`config.mk`:
```
export PLATFORM = sky130hd
export DESIGN_NAME = nfh_host
export DESIGN_NICKNAME = d
export VERILOG_FILES = /design/src/nfh_cycle.v /design/src/nfh_host.v
export VERILOG_INCLUDE_DIRS = /design/src
export SDC_FILE = /design/constraint.sdc
export NUM_CORES = 1
export LEC_CHECK = 0
export BUFFER_PORTS_ARGS = -buffer_cell sky130_fd_sc_hd__buf_4
export CORE_ASPECT_RATIO = 0.9
export CORE_MARGIN = 4
export CORE_UTILIZATION = 40
export CTS_CLUSTER_SIZE = 16
export DETAILED_ROUTE_END_ITERATION = 10
export PLACE_DENSITY_LB_ADDON = 0.1
export SLEW_MARGIN = 0
export SYNTH_ARGS = -nofsm -noshare
export SYNTH_HDL_FRONTEND = slang
export SYNTH_SLANG_ARGS = --single-unit
export TNS_END_PERCENT = 5
```
`constraint.sdc`:
```
create_clock -name ref_clk -period 2.9 [get_ports ref_clk]
set_input_delay 0.58 -clock ref_clk [delete_from_list [all_inputs] [get_ports ref_clk]]
set_output_delay 0.58 -clock ref_clk [all_outputs]
set_load 0.03 [all_outputs]
```
`src/nfh_map.vh`:
```
/*
 * constants for the parallel nor flash host controller: command codes,
 * unlock addresses, operation codes and bus timing counts.
 * assumes a 50 MHz ref_clk; times are kept in ns and turned into cycles.
 */
`ifndef NFH_MAP_VH
`define NFH_MAP_VH

// clock period in ns
`define NFH_CLK_NS 20
// access time of the device, ns, and read sampling count (round up)
`define NFH_T_ACC_NS 70
`define NFH_ACC_CYC ((`NFH_T_ACC_NS + `NFH_CLK_NS - 1) / `NFH_CLK_NS)
// strobe low time and setup/hold per write phase, ns (least times, round up)
`define NFH_T_WP_NS 40
`define NFH_WP_CYC ((`NFH_T_WP_NS + `NFH_CLK_NS - 1) / `NFH_CLK_NS)
`define NFH_T_WH_NS 20
`define NFH_WH_CYC ((`NFH_T_WH_NS + `NFH_CLK_NS - 1) / `NFH_CLK_NS)

// command data bytes
`define NFH_D_UNLOCK1 8'hAA
`define NFH_D_UNLOCK2 8'h55
`define NFH_D_AUTOSEL 8'h90
`define NFH_D_PROGRAM 8'hA0
`define NFH_D_BYPASS 8'h20
`define NFH_D_RESET 8'hF0
`define NFH_D_BYP_EXIT 8'h00
`define NFH_D_SUSPEND 8'hB0
`define NFH_D_RESUME 8'h30
`define NFH_D_QUERY 8'h98

// unlock addresses, word and byte mode
`define NFH_A_W1 12'h555
`define NFH_A_W2 12'h2AA
`define NFH_A_B1 12'hAAA
`define NFH_A_B2 12'h555

// host operation codes on op_code
`define NFH_OP_READ 4'h0
`define NFH_OP_PROGRAM 4'h1
`define NFH_OP_AUTOSEL 4'h2
`define NFH_OP_RESET 4'h3
`define NFH_OP_BYPASS 4'h4
`define NFH_OP_BYP_PROG 4'h5
`define NFH_OP_BYP_EXIT 4'h6
`define NFH_OP_SUSPEND 4'h7
`define NFH_OP_RESUME 4'h8
`define NFH_OP_QUERY 4'h9

// widths
`define NFH_AW 20
`define NFH_DW 16

`endif

```
`src/nfh_cycle.v`:
```
/*
 * one bus cycle engine: performs a single write or read cycle on the flash
 * pins. assumes the caller holds addr/data/mode stable while busy is high.
 */
`include "nfh_map.vh"

module nfh_cycle (
	// clock and reset
	input wire ref_clk,
	input wire resetn,
	input wire clk_en,
	// request
	input wire start,
	input wire is_write,
	input wire [`NFH_AW-1:0] addr,
	input wire [`NFH_DW-1:0] wdata,
	input wire byte_mode,
	// flash pins
	output reg ce_n_q,
	output reg oe_n_q,
	output reg we_n_q,
	output reg [`NFH_AW-1:0] a_q,
	output reg [`NFH_DW-1:0] dq_o_q,
	output reg dq_oe_n_q,
	output reg a_lsb_q,
	input wire [`NFH_DW-1:0] dq_sync,
	// result
	output reg busy_q,
	output reg done_q,
	output reg [`NFH_DW-1:0] rdata_q
);
	localparam PH_IDLE = 2'd0;
	localparam PH_SET = 2'd1;
	localparam PH_STROBE = 2'd2;
	localparam PH_HOLD = 2'd3;
	localparam integer WP_I = `NFH_WP_CYC;
	localparam integer RD_I = `NFH_ACC_CYC + 1;
	localparam integer WH_I = `NFH_WH_CYC;
	// counts cut to the counter's width; every one fits in four bits
	localparam [3:0] WP_CNT = WP_I[3:0];
	localparam [3:0] RD_CNT = RD_I[3:0];
	localparam [3:0] WH_CNT = WH_I[3:0];

	reg [1:0] ph_q;
	reg [3:0] cnt_q;
	reg wr_q;

	// address on pins before strobes fall, data held until after they rise
	always @(posedge ref_clk or negedge resetn) begin
		if (!resetn) begin
			ph_q <= PH_IDLE;
			cnt_q <= 4'h0;
			wr_q <= 1'b0;
			ce_n_q <= 1'b1;
			oe_n_q <= 1'b1;
			we_n_q <= 1'b1;
			a_q <= {`NFH_AW{1'b0}};
			dq_o_q <= {`NFH_DW{1'b0}};
			dq_oe_n_q <= 1'b1;
			a_lsb_q <= 1'b0;
			busy_q <= 1'b0;
			done_q <= 1'b0;
			rdata_q <= {`NFH_DW{1'b0}};
		end else if (clk_en) begin
			done_q <= 1'b0;
			case (ph_q)
			PH_IDLE: begin
				if (start) begin
					busy_q <= 1'b1;
					wr_q <= is_write;
					// byte mode: byte address split into word lines and the lsb line
					a_q <= byte_mode ? {1'b0, addr[`NFH_AW-1:1]} : addr;
					a_lsb_q <= byte_mode & addr[0];
					// byte mode: upper lines driven as zero
					dq_o_q <= byte_mode ? {8'h00, wdata[7:0]} : wdata;
					dq_oe_n_q <= ~is_write;
					ph_q <= PH_SET;
				end
			end
			PH_SET: begin
				// ce and we low together with oe high forms a write
				ce_n_q <= 1'b0;
				we_n_q <= ~wr_q;
				oe_n_q <= wr_q;
				cnt_q <= wr_q ? WP_CNT : RD_CNT;
				ph_q <= PH_STROBE;
			end
			PH_STROBE: begin
				if (cnt_q > 4'h1) begin
					cnt_q <= cnt_q - 4'h1;
				end else begin
					// we, ce and oe rise together; data stays on pins through the hold
					we_n_q <= 1'b1;
					ce_n_q <= 1'b1;
					oe_n_q <= 1'b1;
					if (!wr_q) begin
						rdata_q <= byte_mode ? {8'h00, dq_sync[7:0]} : dq_sync;
					end
					cnt_q <= WH_CNT;
					ph_q <= PH_HOLD;
				end
			end
			PH_HOLD: begin
				if (cnt_q > 4'h1) begin
					cnt_q <= cnt_q - 4'h1;
				end else begin
					dq_oe_n_q <= 1'b1;
					busy_q <= 1'b0;
					done_q <= 1'b1;
					ph_q <= PH_IDLE;
				end
			end
			default: ph_q <= PH_IDLE;
			endcase
		end
	end
endmodule // nfh_cycle

```
`src/nfh_host.v`:
```
/*
 * host controller for a dual bank parallel nor flash: turns single operation
 * requests into the flash's command bus sequences and reads back results.
 * assumes flash pins are joined by the bench; dq is split into in/out/enable.
 */
// Summary of operation
// - reset command F0 ends autoselect mode
// - same bank address on cycles three, four
// - autoselect entry: two unlocks then 90
// - write: ce, we low, oe high
// - program: two unlocks, setup, target data
// - no hardware reset during program
// - bypass entry: two unlocks then 20
// - bypass program: A0 then target data
// - bypass exit: 90 then 00
`include "nfh_map.vh"

module nfh_host (
	// clock, reset, enable
	input wire ref_clk,
	input wire resetn,
	input wire clk_en,
	// request port
	input wire op_valid,
	input wire [3:0] op_code,
	input wire [`NFH_AW-1:0] op_addr,
	input wire [`NFH_DW-1:0] op_data,
	input wire byte_mode,
	output reg op_ready_q,
	output reg rd_valid_q,
	output reg [`NFH_DW-1:0] rd_data_q,
	output reg bypass_q,
	output reg autosel_q,
	// flash pins
	output reg flash_ce_n_q,
	output reg flash_oe_n_q,
	output reg flash_we_n_q,
	output reg flash_byte_n_q,
	output reg [`NFH_AW-1:0] flash_a_q,
	output reg flash_a_lsb_q,
	output reg [`NFH_DW-1:0] flash_dq_o_q,
	output reg flash_dq_oe_n_q,
	input wire [`NFH_DW-1:0] flash_dq_i
);
	localparam ST_IDLE = 2'd0;
	localparam ST_ISSUE = 2'd1;
	localparam ST_WAIT = 2'd2;

	reg [1:0] st_q;
	reg [3:0] op_q;
	reg [`NFH_AW-1:0] adr_q;
	reg [`NFH_DW-1:0] dat_q;
	reg [2:0] step_q;
	reg [2:0] nsteps;
	reg start_q;
	reg c_wr;
	reg [`NFH_AW-1:0] c_addr;
	reg [7:0] c_cmd;
	reg [`NFH_DW-1:0] c_data;
	reg [`NFH_DW-1:0] s1_q, s2_q, s3_q, dq_hold_q;
	wire [`NFH_DW-1:0] dq_stable;
	wire ce_n, oe_n, we_n, a_lsb, dq_oe_n, busy, done;
	wire [`NFH_AW-1:0] a_pin;
	wire [`NFH_DW-1:0] dq_o, rdata;
	wire [11:0] ua1, ua2;
	wire [`NFH_AW-1:0] bank_sel;

	// three stage input sampling, second and third must agree
	always @(posedge ref_clk or negedge resetn) begin
		if (!resetn) begin
			s1_q <= {`NFH_DW{1'b0}};
			s2_q <= {`NFH_DW{1'b0}};
			s3_q <= {`NFH_DW{1'b0}};
			dq_hold_q <= {`NFH_DW{1'b0}};
		end else if (clk_en) begin
			s1_q <= flash_dq_i;
			s2_q <= s1_q;
			s3_q <= s2_q;
			dq_hold_q <= dq_stable;
		end
	end
	// a half-settled bus word is never taken: old value kept until stages agree
	assign dq_stable = (s2_q == s3_q) ? s3_q : dq_hold_q;

	// unlock addresses by width
	assign ua1 = byte_mode ? `NFH_A_B1 : `NFH_A_W1;
	assign ua2 = byte_mode ? `NFH_A_B2 : `NFH_A_W2;
	// bank bits kept, low bits replaced, same on third and fourth
	assign bank_sel = {adr_q[`NFH_AW-1:12], 12'h000};

	// sequence tables: count of bus cycles per operation
	always @* begin
		case (op_q)
		`NFH_OP_READ: nsteps = 3'd1;
		`NFH_OP_PROGRAM: nsteps = 3'd4;
		`NFH_OP_AUTOSEL: nsteps = 3'd4;
		`NFH_OP_RESET: nsteps = 3'd1;
		`NFH_OP_BYPASS: nsteps = 3'd3;
		`NFH_OP_BYP_PROG: nsteps = 3'd2;
		`NFH_OP_BYP_EXIT: nsteps = 3'd2;
		default: nsteps = 3'd1;
		endcase
	end

	// per step address and command byte; upper data left zero on command cycles
	always @* begin
		c_wr = 1'b1;
		c_addr = {8'h00, ua1};
		c_cmd = `NFH_D_UNLOCK1;
		c_data = {`NFH_DW{1'b0}};
		case (op_q)
		`NFH_OP_READ: begin
			// in autoselect the read returns protect or id codes
			c_wr = 1'b0;
			c_addr = adr_q;
		end
		`NFH_OP_RESET: c_cmd = `NFH_D_RESET;
		`NFH_OP_SUSPEND: c_cmd = `NFH_D_SUSPEND;
		`NFH_OP_RESUME: c_cmd = `NFH_D_RESUME;
		`NFH_OP_QUERY: begin
			c_addr = byte_mode ? 20'h000AA : 20'h00055;
			c_cmd = `NFH_D_QUERY;
		end
		`NFH_OP_BYP_PROG: begin
			if (step_q == 3'd0) begin
				c_cmd = `NFH_D_PROGRAM;
			end else begin
				c_addr = adr_q;
				c_cmd = 8'h00;
				c_data = dat_q;
			end
		end
		`NFH_OP_BYP_EXIT: c_cmd = (step_q == 3'd0) ? `NFH_D_AUTOSEL : `NFH_D_BYP_EXIT;
		default: begin
			// unlock pair, then the op's own third and fourth cycles
			case (step_q)
			3'd0: c_cmd = `NFH_D_UNLOCK1;
			3'd1: begin
				c_addr = {8'h00, ua2};
				c_cmd = `NFH_D_UNLOCK2;
			end
			3'd2: begin
				if (op_q == `NFH_OP_AUTOSEL) begin
					c_addr = bank_sel | {8'h00, ua1};
					c_cmd = `NFH_D_AUTOSEL;
				end else if (op_q == `NFH_OP_BYPASS) begin
					c_cmd = `NFH_D_BYPASS;
				end else begin
					c_cmd = `NFH_D_PROGRAM;
				end
			end
			default: begin
				if (op_q == `NFH_OP_AUTOSEL) begin
					c_wr = 1'b0;
					c_addr = bank_sel | {12'h000, adr_q[7:0]};
				end else begin
					c_addr = adr_q;
					c_cmd = 8'h00;
					c_data = dat_q;
				end
			end
			endcase
		end
		endcase
		if (c_wr && c_cmd != 8'h00) begin
			c_data = {8'h00, c_cmd};
		end
	end

	nfh_cycle u_cycle (
		.ref_clk(ref_clk),
		.resetn(resetn),
		.clk_en(clk_en),
		.start(start_q),
		.is_write(c_wr),
		.addr(c_addr),
		.wdata(c_data),
		.byte_mode(byte_mode),
		.ce_n_q(ce_n),
		.oe_n_q(oe_n),
		.we_n_q(we_n),
		.a_q(a_pin),
		.dq_o_q(dq_o),
		.dq_oe_n_q(dq_oe_n),
		.a_lsb_q(a_lsb),
		.dq_sync(dq_stable),
		.busy_q(busy),
		.done_q(done),
		.rdata_q(rdata)
	);

	// pin outputs re-registered; ce idles high for standby; no flash reset driven
	always @(posedge ref_clk or negedge resetn) begin
		if (!resetn) begin
			flash_ce_n_q <= 1'b1;
			flash_oe_n_q <= 1'b1;
			flash_we_n_q <= 1'b1;
			flash_byte_n_q <= 1'b1;
			flash_a_q <= {`NFH_AW{1'b0}};
			flash_a_lsb_q <= 1'b0;
			flash_dq_o_q <= {`NFH_DW{1'b0}};
			flash_dq_oe_n_q <= 1'b1;
		end else if (clk_en) begin
			flash_ce_n_q <= ce_n;
			flash_oe_n_q <= oe_n;
			flash_we_n_q <= we_n;
			flash_byte_n_q <= ~byte_mode;
			flash_a_q <= a_pin;
			flash_a_lsb_q <= a_lsb;
			flash_dq_o_q <= dq_o;
			flash_dq_oe_n_q <= dq_oe_n;
		end
	end

	// sequencer: one request at a time, device may sleep between them
	always @(posedge ref_clk or negedge resetn) begin
		if (!resetn) begin
			st_q <= ST_IDLE;
			op_q <= `NFH_OP_READ;
			adr_q <= {`NFH_AW{1'b0}};
			dat_q <= {`NFH_DW{1'b0}};
			step_q <= 3'd0;
			start_q <= 1'b0;
			op_ready_q <= 1'b0;
			rd_valid_q <= 1'b0;
			rd_data_q <= {`NFH_DW{1'b0}};
			bypass_q <= 1'b0;
			autosel_q <= 1'b0;
		end else if (clk_en) begin
			start_q <= 1'b0;
			rd_valid_q <= 1'b0;
			case (st_q)
			ST_IDLE: begin
				op_ready_q <= 1'b1;
				if (op_valid && op_ready_q) begin
					op_ready_q <= 1'b0;
					op_q <= op_code;
					adr_q <= op_addr;
					dat_q <= op_data;
					step_q <= 3'd0;
					st_q <= ST_ISSUE;
				end
			end
			ST_ISSUE: begin
				// engine must be back in idle before the next cycle starts
				start_q <= ~busy;
				st_q <= busy ? ST_ISSUE : ST_WAIT;
			end
			ST_WAIT: begin
				if (done) begin
					if (step_q + 3'd1 < nsteps) begin
						step_q <= step_q + 3'd1;
						st_q <= ST_ISSUE;
					end else begin
						if (op_q == `NFH_OP_READ || op_q == `NFH_OP_AUTOSEL) begin
							rd_data_q <= rdata;
							rd_valid_q <= 1'b1;
						end
						// mode tracking mirrors the device's command state
						case (op_q)
						`NFH_OP_AUTOSEL: autosel_q <= 1'b1;
						`NFH_OP_RESET: autosel_q <= 1'b0;
						`NFH_OP_BYPASS: bypass_q <= 1'b1;
						`NFH_OP_BYP_EXIT: bypass_q <= 1'b0;
						default: autosel_q <= autosel_q;
						endcase
						st_q <= ST_IDLE;
					end
				end
			end
			default: st_q <= ST_IDLE;
			endcase
		end
	end
endmodule // nfh_host

```
After elaboration in Yosys (flattened, before gate mapping) --
Index checks and enable logic that the tools add are counted.
Word-level totals: register bits after elaboration 238, bits in latches 0, bits in writable memories 0, ROM bits 0, bits of input ports 61, output and inout port bits 62, word-level logic and storage cells 170, memories 0
Operators by class: $add $sub $neg 2, $mul 0, div/mod/pow operators 0, magnitude comparators 2, equal/unequal tests 24, shift-type cells 0, multiplexer cells 64, bitwise logic cells 9, reduce and logical (&&, ||, !) cells 33
Operators by type and width (count):
- $mux 16 | 7
- $mux 20 | 4
- $pmux 20 s4 | 1
- $pmux 20 s3 | 1
- $pmux 8 s7 | 1
- $mux 8 | 6
- $pmux 16 s2 | 1
- $pmux 8 s3 | 1
- $or 20x12->20 | 1
- $or 20x8->20 | 1
- $reduce_and 5->1 | 4
- $eq 16x16->1 | 1
- $eq 4x3->1 const B | 4
- $pmux 1 s2 | 8
- $mux 1 | 15
- $reduce_and 3->1 | 5
- $mux 12 | 1
- $mux 2 | 6
- $mux 3 | 4
- $pmux 4 s3 | 1
- $reduce_and 4->1 | 3
- $reduce_or 6->1 | 2
- $mux 11 | 1
- $ne 2x2->1 const B | 5
- other kinds (31) | 50

Depth between registers and ports, before layout --
Gate-level depths: netlist of the first run.
word-level depth 9, gate-level depth with buffers 13, mapped depth without buffers 9

Cells and area by module --
A second synthesis of the first run with hierarchy kept.
Unflattened totals: cells, all modules 910, area total of the unflattened synthesis 11046.8 um^2
Modules (own cells, without submodules):
- nfh_host | times used 1, cells an instance 619, area each 7966.4 um^2, seq. area each 4310.4 um^2
- nfh_cycle | times used 1, cells an instance 291, area each 3080.5 um^2, seq. area each 1656.6 um^2

Worst setup path after synthesis of the first run --
No wires, ideal clock.
path type register -> register, start point reg op_q[2], end point reg rd_data_q[10], library setup time 125 ps, arrival 2580 ps, required time 2775 ps, path slack 195 ps, stages on the path, launching flop included 13, buffers on the path 5, period minus slack after synthesis 2705 ps, path through dfrtp_1 buf_2 buf_2 clkbuf_1 nand3_1 ha_1 o21a_1 a21oi_1 nor4_2 nand2b_1 buf_2 buf_6 mux2_4
On the way: cells in the longest elaborated chain, start to end 6, elaborated cells on any way between the ends 13, those cells by class 1 x order compare; 5 x eq/ne; 1 x mux; 1 x bitwise; 5 x reduce/logical
RTL lines:
- start, declared | line nfh_host.v:50 | reg [3:0] op_q;
- start signal, assigned | line nfh_host.v:219 | op_q <= `NFH_OP_READ;
- start signal, assigned | line nfh_host.v:237 | op_q <= op_code;
- $eq 4x3->1 (tied with other cells) | line nfh_host.v:93 | case (op_q)
- $reduce_or 2->1 (no line)
- $pmux 3 s3 | line nfh_host.v:93
- $lt 3x3->1 | line nfh_host.v:251 | if (step_q + 3'd1 < nsteps) begin
- $not 1->1 (no line)
- $reduce_and 5->1 (no line) (*)
- end signal, assigned | line nfh_host.v:226 | rd_data_q <= {`NFH_DW{1'b0}};
- end signal, assigned | line nfh_host.v:256 | rd_data_q <= rdata;
- end, declared | line nfh_host.v:31 | output reg [`NFH_DW-1:0] rd_data_q,
Mark *: on every way between the ends. The rest lies on a longest branch, timed or not. A chain may end at the register's enable or synchronous reset.

Worst setup path in the final report of the first run --
start point reg step_q[0], end point reg rd_data_q[13]
On the way: cells in the longest elaborated chain, start to end 4
RTL lines:
- start, declared | line nfh_host.v:53 | reg [2:0] step_q;
- start signal, assigned | line nfh_host.v:252 | step_q <= step_q + 3'd1;
- $add 3x1->3 | line nfh_host.v:251
- $lt 3x3->1 | line nfh_host.v:251
- $not 1->1 (no line)
- $reduce_and 5->1 (no line)
No other way between the ends.

==> results of run 1 <==
per-layer routing:
layer  GRT usage, %  share of wire (%)
met2          23.73                 42
met5              0                  0
met1          24.84                 49
met3          4.297                6.2
met4          4.192                2.5
critical path: stages (launching register included):
cell and delay (ns):
dfrtp_1 0.43, inv_1 0.09, ha_1 0.32, ha_1 0.29, o21a_1 0.12, a21oi_1 0.12
nor4_2 0.40, nand2b_1 0.17, buf_12 0.19, mux2_4 0.30
power breakdown:
part	internal, mW	total [mW]	switching (mW)
Sequential	4.28	4.97	0.690
Clock	2.12	3.48	1.35
Combinational	1.91	4.33	2.43
Total	8.31	12.8	4.47
final cells by class:
cell class                 instances  area share, %
tap                              348          3.339
timing repair buffer             149          9.212
clock buffer                      37          5.930
clock inverter                    12          1.104
multi-input combinational        566          34.16
inverter                          17         0.4894
sequential                       238          45.76
synth_stat cells, types with 5 or more instances:
| master | n | area, µm² |
|---|---|---|
| clkbuf_1 | 33 | 123.9 |
| o31ai_1 | 12 | 90.09 |
| nand2b_1 | 15 | 93.84 |
| nor2_1 | 43 | 161.4 |
| dfrtp_1 | 229 | 5731 |
| nand3_1 | 7 | 35.03 |
| a21oi_1 | 35 | 175.2 |
| nor3b_1 | 5 | 37.54 |
| ha_1 | 12 | 150.1 |
| buf_2 | 11 | 55.05 |
| a22o_1 | 11 | 96.34 |
| mux2_2 | 148 | 1667 |
| xor2_1 | 17 | 148.9 |
| o21ai_0 | 62 | 310.3 |
| inv_1 | 15 | 56.30 |
| mux2i_1 | 25 | 250.2 |
| nand2_1 | 67 | 251.5 |
| nor4_1 | 5 | 31.28 |
| mux2_4 | 19 | 285.3 |
| nor2b_1 | 7 | 43.79 |
| dfstp_2 | 9 | 236.5 |
path summary, 6_finish.rpt:
kind / slack [ns] / end / start
worst max register to register: 0.34 / rd_data_q[13]$_DFFE_PN0P_ / step_q[0]$_DFFE_PN0P_
worst min-delay path: 0.06 / u_cycle.cnt_q[3]$_DFFE_PN0P_ / resetn
max in group asynchronous: 1.98 / flash_dq_oe_n_q$_DFFE_PN1P_ / resetn
worst min register to register: 0.47 / u_cycle.a_q[12]$_DFFE_PN0P_ / u_cycle.a_q[12]$_DFFE_PN0P_
worst max-delay path: 0.34 / rd_data_q[13]$_DFFE_PN0P_ / step_q[0]$_DFFE_PN0P_
min in group ref_clk: 0.27 / adr_q[8]$_DFFE_PN0P_ / op_addr[8]
layout by cell type (no fill, tap or decap), types with 6 or more instances in the layout:
master	netlist	final
a21oi_1	35	35
a22o_1	11	11
buf_12	0	6
buf_4	1	142
clkbuf_16	0	27
clkbuf_8	0	6
clkinv_2	0	6
dfrtp_1	229	229
dfstp_2	9	9
ha_1	12	12
inv_1	15	15
mux2_2	148	148
mux2_4	19	19
mux2i_1	25	25
nand2_1	67	67
nand2b_1	15	15
nand3_1	7	6
nor2_1	43	43
nor2b_1	7	7
o21ai_0	62	62
o31ai_1	12	12
xor2_1	17	17
stage by stage:
step	utilization [%]	area, µm²
finish	49.76	13040
global route	49.76	13040
CTS	49.76	13040
detailed placement	46.26	12120
global placement	46.26	12120
floorplan	-	10710
logic make-up (layout without fill, tap and decap cells):
logic type                 count (synthesis)  in the layout
xor gates and xnor gates                  18             18
buffers and inverters                     68            215
AOI/OAI and AO/OA                        168            168
DFF                                      238            238
adders and majority gates                 13             13
muxes                                    192            192
and+or+nand+nor                          175            175
==> out/summary.txt, run 1 <==
worst setup margin - 0.3398 ns
fin crit share - 88.28%
Worst Path Required - 3.30 ns
n_diodes - 0
height of the die - 163.2 µm
largest family of logic cells by synthesized area - multiplexers
Core Region - 26210 µm²
Synth Area in Compound Gates - 9.992%
Inserted Clock Buffers - 27
Post-Place Setup Slack - 0.3711 ns
Clock Pin Slew Worst Setup and Hold Paths - 0.06 ns
htree depth - 1
Min-Delay Path Class - in -> async
drt initial violations - 525
final global-route overflow total - 0
Peak VDD IR - 0.5214 mV
Mapped Area - 10710 µm²
io pins - 123
Max Buffers Root-to-Sink - 3
multi-input logic area - 4454 µm²
PwrDens - 980.5 nW/µm²
Final ANT Viol Nets - 0
Main synth FF type - dfrtp_1
TritonCTS clock tree - done
DR vias - 7023
clock root buffer - clkbuf_16
placed cell count - 1318
XOR/XNOR share of the synthesized area - 1.472%
CTS-repair resized insts - 0
# clock sinks - 238
status - complete, no violations
largest net degree at the start of global routing - 85
async set or reset register ratio after synthesis - 100.0%
Area growth, synth to finish - 21.78%
first-pass GRT wire length - 40130 µm
Total Routed Length - 24430 µm
post-synthesis net count - 945
DP HPWL - 16380 µm
Seq cells post-synth - 238
Setup Skew - 0.01148 ns
Leak Pwr - 6.116 nW
fin cells - 1367
Initial Utilization - 40.86%
Skew-Pair Late Insertion Delay - 0.52 ns
Die Area - 29450 µm²
Final Slew Violations - 0
antenna violations before repair - 0
Final min period - 2.560 ns
RSZ-0062 raised after global routing - false
top flop regs - adr_q x20, flash_a_q x20, u_cycle.a_q x20
crit path DAT - 2.96 ns
Filler cells - 2411
GP Congestion - 0.9130
cell row count - 56
worst rel slew slack - 54.92%
setup violators final - 0
setup TNS - 0 ns
Ys Warns - 0
critical path peak fanout - 17
share of cells above drive strength 1 - 37.98%
post-synthesis mux area share - 20.57%
Final Power - 12.78 mW
Syn Area/Cell - 12.28 µm²
Worst Reg2Reg Path Length in Cells - 9
Gate Count Post-Synth - 872
# Max-Cap Violations - 0
fmax - 0.3906 GHz
post-DR wirelength/cell - 17.87 µm
Worst Setup End Kind - flip-flop
via count of the first global-routing pass - 7203
die width - 180.5 µm
Fin. Hold Viols - 0
crit path kind - reg -> reg
first-pass detailed-route iteration total - 4
GRT Overall Usage - 16.49%
Yosys cell types - 70
Post-CTS Setup Bufs - 0
FF/Latch Area - 5967 µm²
via-per-instance ratio - 5.138
Synth Area in Adders - 1.496%
CP startpoint kind - flip-flop
nets@finish - 1072
Tightest Pin Transition - 0.6762 ns
post-synthesis simple-gate area fraction - 7.982%
Post-synth EDFFs - 0
worst hold slack - 0.05715 ns
Port-buffer cells - 122
sequential-to-total area share from yosys stat - 55.73%
drt drc - 0
CTS Hold Buffers Added - 0
Note: power is estimated with default switching activity, not from simulation.
==> run 2, diff against run 1 <==
--- a/config.mk
+++ b/config.mk
@@ -12,6 +12,7 @@
 export CORE_UTILIZATION = 40
 export CTS_CLUSTER_SIZE = 16
 export DETAILED_ROUTE_END_ITERATION = 10
+export GPL_TIMING_DRIVEN = 0
 export PLACE_DENSITY_LB_ADDON = 0.1
 export SLEW_MARGIN = 0
 export SYNTH_ARGS = -nofsm -noshare
==> run 2 against run 1 <==
Compared with the run above: critical path depth rose by 3; largest power group unchanged; non-clock buffer count grew 24; first-iteration DRC count decreased by 32%; critical endpoint is now rd_data_q[11]$_DFFE_PN0P_; critical path type unchanged; sequential cell count unchanged; routed wire length rose by 5.8%.
==> out/summary.txt, run 2 (synthesis results as in run 1) <==
CP startpoint kind - flip-flop
Total Routed Length - 25860 µm
Final min period - 2.804 ns
height of the die - 163.2 µm
Area growth, synth to finish - 22.84%
hold endpoint - adr_q[10]$_DFFE_PN0P_
Final Slew Violations - 0
Skew-Pair Late Insertion Delay - 0.53 ns
Peak VDD IR - 0.6072 mV
Final ANT Viol Nets - 0
Die Area - 29450 µm²
fmax - 0.3567 GHz
commonest cells after routing, fill and taps aside - dfrtp_1 (229), mux2_2 (148), buf_4 (121)
Reg2Reg Setup Slack - 0.1 ns
final instance area - 13150 µm²
GRT Overall Usage - 17.43%
htree depth - 1
nets@finish - 1095
cells along the critical path - buf_6 -> inv_1 -> buf_6 -> nand3_1 -> ha_1 -> o21a_1 -> a21oi_4 -> nor4_4 -> nand2b_1 -> buf_6 -> buf_6 -> mux2_4
Placed Area - 12110 µm²
# Max-Cap Violations - 0
Port-buffer cells - 120
drt drc - 0
reg-to-reg endpoint - rd_data_q[11]$_DFFE_PN0P_
worst rel slew slack - 44.25%
Fin. Hold Viols - 0
drt initial violations - 356
first-pass detailed-route iteration total - 4
reg2reg start - op_q[3]$_DFFE_PN0P_
RSZ-0062 raised after global routing - true
Tightest Pin Transition - 0.8362 ns
Worst Reg2Reg Path Length in Cells - 12
PwrDens - 993.7 nW/µm²
Core Region - 26210 µm²
Leak Pwr - 6.133 nW
critical path peak fanout - 10
Final Power - 13.07 mW
Worst Setup End Kind - flip-flop
clock root buffer - clkbuf_16
antenna violations before repair - 1
Top delay family on crit path - buffers and inverters
worst hold slack - 0.2563 ns
DP HPWL - 18350 µm
crit path kind - reg -> reg
Initial Utilization - 40.86%
Min-Delay Path Class - in -> reg
share of cells above drive strength 1 - 36.19%
status - complete, no violations
Critical path buffers and inverters - 5
Cells on Worst Hold Path - 3
crit path DAT - 3.22 ns
Crit-path slowest cell - dfrtp_1
setup TNS - 0 ns
n_diodes - 0
TritonCTS clock tree - done
largest net degree at the start of global routing - 108
Worst Path Required - 3.31 ns
via-per-instance ratio - 5.146
io pins - 123
setup violators final - 0
Max Buffers Root-to-Sink - 3
fin crit share - 96.68%
DR vias - 7137
final global-route overflow total - 0
HP Start - op_addr[10]
cell mode on critical path - buf_6
Setup Skew - 0.008572 ns
most common cell after layout, fill and taps aside - dfrtp_1
Clock Pin Slew Worst Setup and Hold Paths - 0.06 ns
via count of the first global-routing pass - 7319
die width - 180.5 µm
first-pass GRT wire length - 41330 µm
top flop regs - adr_q x20, flash_a_q x20, u_cycle.a_q x20
cell row count - 56
# clock sinks - 238
GP Congestion - 0.9084
post-DR wirelength/cell - 18.64 µm
max incr delay on CP - 0.41 ns
Inserted Clock Buffers - 26
-- run 2: worst max path at each step --
stage                                    from                      endpoint  slack [ns]  cells past startpoint
after floorplan           op_q[2]$_DFFE_PN0P_     rd_data_q[10]$_DFFE_PN0P_        0.19                     12
after global placement                 resetn  flash_dq_o_q[14]$_DFFE_PN0P_       -0.76                      1
after detailed placement  op_q[2]$_DFFE_PN0P_     rd_data_q[11]$_DFFE_PN0P_       -0.59                     12
after CTS                 op_q[3]$_DFFE_PN0P_     rd_data_q[11]$_DFFE_PN0P_        0.02                     12
after global routing      st_q[0]$_DFFE_PN0P_         adr_q[18]$_DFFE_PN0P_       -0.04                      5
final                     op_q[3]$_DFFE_PN0P_     rd_data_q[11]$_DFFE_PN0P_         0.1                     12
-- run 2: tightest hold or removal path: stages --
cell and delay (ns):
buf_4 0.08, nand2_1 0.03, o21ai_0 0.05
-- run 2: routing by layer --
layer	vias up	share of wire, %	GRT usage [%]	wire length, µm
li1	3419	-	-	-
met4	2	1.4	3.333	365
met2	144	44	26.72	11380
met3	23	4.9	3.674	1265
met5	-	0.050	0	13
met1	3549	50	25.90	12840
-- run 2: power by group --
| part | leakage, nW | switching, mW | total, mW | internal, mW |
|---|---|---|---|---|
| logic | 2.64 | 2.56 | 4.45 | 1.89 |
| registers | 3.02 | 0.654 | 4.94 | 4.28 |
| clock network | 0.473 | 1.34 | 3.68 | 2.35 |
-- run 2: area by class of cell --
class / instances / area, µm²
Multi-Input combinational cell: 566 / 4474
Timing Repair Buffer: 125 / 1001
Fill cell: 2422 / 13050
Inverter: 17 / 63.81
Buffer: 48 / 241.5
Clock buffer: 35 / 754.5
Tap cell: 348 / 435.4
Clock inverter: 10 / 214.0
Sequential cell: 238 / 5967
-- run 2: what timing repair did --
action / in CTS / in global routing
setup buffers: 0 / 2
setup endpoints to repair: 27 / 27
gates resized for setup: 9 / 6
hold endpoints to repair: 32 / 0
hold buffers: 1 / 0
pin swaps: 1 / 2
-- run 2: stage by stage --
stage                     utilization (%)  instances  setup slack, ns
after floorplan                         -        872           0.1945
after global placement              45.96       1340          -0.7570
after detailed placement            46.19       1342          -0.5903
after CTS                           50.03       1385          0.02214
after global routing                50.19       1387         -0.03872
final                               50.19       1387          0.09628
==> run 3, diff against run 2 <==
--- a/config.mk
+++ b/config.mk
@@ -6,10 +6,12 @@
 export SDC_FILE = /design/constraint.sdc
 export NUM_CORES = 1
 export LEC_CHECK = 0
+export ABC_AREA = 1
 export BUFFER_PORTS_ARGS = -buffer_cell sky130_fd_sc_hd__buf_4
+export CAP_MARGIN = 20
 export CORE_ASPECT_RATIO = 0.9
 export CORE_MARGIN = 4
-export CORE_UTILIZATION = 40
+export CORE_UTILIZATION = 53
 export CTS_CLUSTER_SIZE = 16
 export DETAILED_ROUTE_END_ITERATION = 10
 export GPL_TIMING_DRIVEN = 0
==> run 3 against run 2 <==
Compared with the run above: clock power down 9.8%; synthesized area up 0.93%; non-clock buffer count up 1; hold slack worse by 0.18 ns; maximum frequency up 26%; core utilization up 15 points; via count up 27%; synthesized cell count up 53%; sequential share of layout area up 0.72 points; critical path depth down 3; routed wire length up 4.6%; die area down 23%; critical endpoint is now rd_data_q[3]$_DFFE_PN0P_.
==> out/summary.txt, run 3 <==
status - complete, no violations
height of the die - 143.5 µm
Post-synth EDFFs - 0
n_diodes - 0
most frequent cells after synthesis - nand2_1 (617), dfrtp_1 (229), nand3_1 (100)
drt drc - 0
most common cell in the synthesized netlist - nand2_1
Mapped Area - 10810 µm²
TritonCTS clock tree - done
area leader, netlist - dfrtp_1
Leak Pwr - 6.913 nW
cell row count - 49
GRT Overall Usage - 24.44%
top flop regs - adr_q x20, flash_a_q x20, u_cycle.a_q x20
die width - 158.5 µm
Yosys top cell area share - 53.03%
Die Area - 22740 µm²
final instance area - 12950 µm²
sw frac - 38.45%
critical path peak fanout - 10
# clock sinks - 238
Initial Utilization - 54.07%
Main synth FF type - dfrtp_1
commonest cells after routing, fill and taps aside - nand2_1 (617), dfrtp_1 (229), buf_4 (121)
Inserted Clock Buffers - 25
FF/Latch Area - 5967 µm²
drt initial violations - 636
htree depth - 1
Area growth, synth to finish - 19.80%
DP HPWL - 19800 µm
DR vias - 9054
PwrDens - 961.7 nW/µm²
crit path DAT - 2.68 ns
setup violators final - 0
most common cell after layout, fill and taps aside - nand2_1
Comb power frac - 35.0%
Peak VDD IR - 0.7838 mV
Reg power frac - 38.4%
clock share of power - 26.6%
Worst Path Required - 3.35 ns
Port-buffer cells - 120
cell mode on critical path - o21ai_0
CTS-repair resized insts - 0
Seq cells post-synth - 238
Crit-path slowest cell - dfrtp_1
Total Routed Length - 27050 µm
nets@finish - 1560
Filler cells - 1740
RSZ-0062 raised after global routing - false
GP Congestion - 0.9411
Syn Area/Cell - 8.077 µm²
Ys Warns - 0
via-per-instance ratio - 5.144
clock root buffer - clkbuf_16
synth top area cells - dfrtp_1 (53%), nand2_1 (21%), nand3_1 (4.6%), o21ai_0 (3.7%), inv_1 (3.4%)
async set or reset register ratio after synthesis - 100.0%
Tightest Pin Transition - 0.7257 ns
first-pass GRT wire length - 44460 µm
share of cells above drive strength 1 - 15.48%
post-synthesis net count - 1411
fmax - 0.4484 GHz
CTS Hold Buffers Added - 0
Top delay family on crit path - simple AND/OR/NAND/NOR gates
# Max-Cap Violations - 0
post-DR wirelength/cell - 15.37 µm
Final ANT Viol Nets - 0
Max Buffers Root-to-Sink - 3
largest net degree at the start of global routing - 97
multi-input logic area - 4195 µm²
sequential-to-total area share from yosys stat - 55.22%
Critical path buffers and inverters - 1
fin cells - 1760
placed cell count - 1715
final global-route overflow total - 0
first-pass detailed-route iteration total - 5
antenna violations before repair - 0
Skew-Pair Late Insertion Delay - 0.53 ns
Worst Setup End Kind - flip-flop
CP startpoint kind - flip-flop
Clock Pin Slew Worst Setup and Hold Paths - 0.06 ns
Switch Pwr - 4.787 mW
Min-Delay Path Class - in -> async
Fin. Hold Viols - 0
cells along the critical path - nor2_1 -> o21ai_0 -> ha_1 -> a21oi_1 -> nand2_2 -> nand3_2 -> buf_2 -> nand2_1 -> o21ai_0
max incr delay on CP - 0.43 ns
worst rel slew slack - 51.62%
Post-CTS Setup Bufs - 0
Int Power - 7.664 mW
Placed Area - 12090 µm²
Gate Count Post-Synth - 1338
crit path kind - reg -> reg
Core Region - 19990 µm²
Setup Skew - 0.01651 ns
via count of the first global-routing pass - 8782
fin crit share - 76.91%
Final Slew Violations - 0
Final min period - 2.230 ns
io pins - 123
Yosys cell types - 40
==> run 3: cell count changes in the layout (fill, tap and decap cells not counted), moves of 9 or more <==
cell      change
nand2_1     +550
mux2_2      -148
nand3_1      +93
inv_1        +83
mux2i_1      -25
a21oi_1      -22
mux2_4       -19
o21ai_0      +18
nand2b_1     -15
o31ai_1      -12
a22o_1       -11
nand2_2       +9
==> run 3: layer usage <==
layer | part of all wire [%] | global-route usage [%] | vias up
met5 | 0 | 0 | -
met1 | 48 | 37.34 | 4322
li1 | - | - | 4457
met4 | 2.9 | 6.912 | 0
met3 | 5.8 | 3.945 | 49
met2 | 43 | 36.43 | 226
==> run 3: cell families (layout without fill, tap and decap cells) <==
kind of cell,count (synthesis),in the layout,share of synthesized area (%)
and+or+nand+nor,796,796,30.23
DFF,238,238,55.22
buffers and inverters,159,326,5.963
AOI/OAI and AO/OA,117,117,5.905
xor gates and xnor gates,16,16,1.297
adders and majority gates,12,12,1.389
==> run 3: power by group through the flow <==
stage | clock network (mW) | logic (mW) | registers (mW)
2_1_floorplan | 0 | 2.65 | 5.08
3_3_place_gp | 0 | 4.26 | 4.81
3_5_place_dp | 0 | 4.35 | 4.82
4_1_cts | 3.38 | 4.37 | 4.78
5_1_grt | 3.52 | 4.90 | 4.88
6_report | 3.32 | 4.36 | 4.78
==> run 3: worst paths after layout <==
kind                                              endpoint  slack, ns                      from  depth (start not counted)
worst max-delay path              rd_data_q[3]$_DFFE_PN0P_       0.67       op_q[3]$_DFFE_PN0P_                          9
worst min-delay path                   s1_q[9]$_DFFE_PN0P_       0.08                    resetn                          1
worst max register to register    rd_data_q[3]$_DFFE_PN0P_       0.67       op_q[3]$_DFFE_PN0P_                          9
worst min register to register    flash_oe_n_q$_DFFE_PN1P_       0.46  flash_oe_n_q$_DFFE_PN1P_                          2
max in group asynchronous       flash_byte_n_q$_DFFE_PN1P_       1.98                    resetn                          2
min in group ref_clk                  adr_q[4]$_DFFE_PN0P_       0.24                op_addr[4]                          3
==> run 3: stage by stage <==
stage / setup TNS [ns] / worst slack, ns / util [%] / total power, mW / hold slack (ns)
final: 0 / 0.6696 / 64.77 / 12.45 / 0.08046
after detailed placement: 0 / 0.5992 / 60.49 / 9.163 / 0.4593
after CTS: 0 / 0.6869 / 64.77 / 12.52 / 0.1010
after global placement: -140.31 / -0.6296 / 60.17 / 9.066 / 0.4504
after floorplan: 0 / 1.058 / - / 7.739 / 0.2844
after global routing: 0 / 0.5103 / 64.77 / 13.30 / 0.1215
==> run 3: final cells by class <==
type	instances	share of cell area [%]
tap	255	2.464
clock inverter	10	1.111
sequential	238	46.09
timing repair buffer	122	7.442
inverter	107	3.102
buffer	52	1.875
clock buffer	35	5.509
multi-input combinational	941	32.41
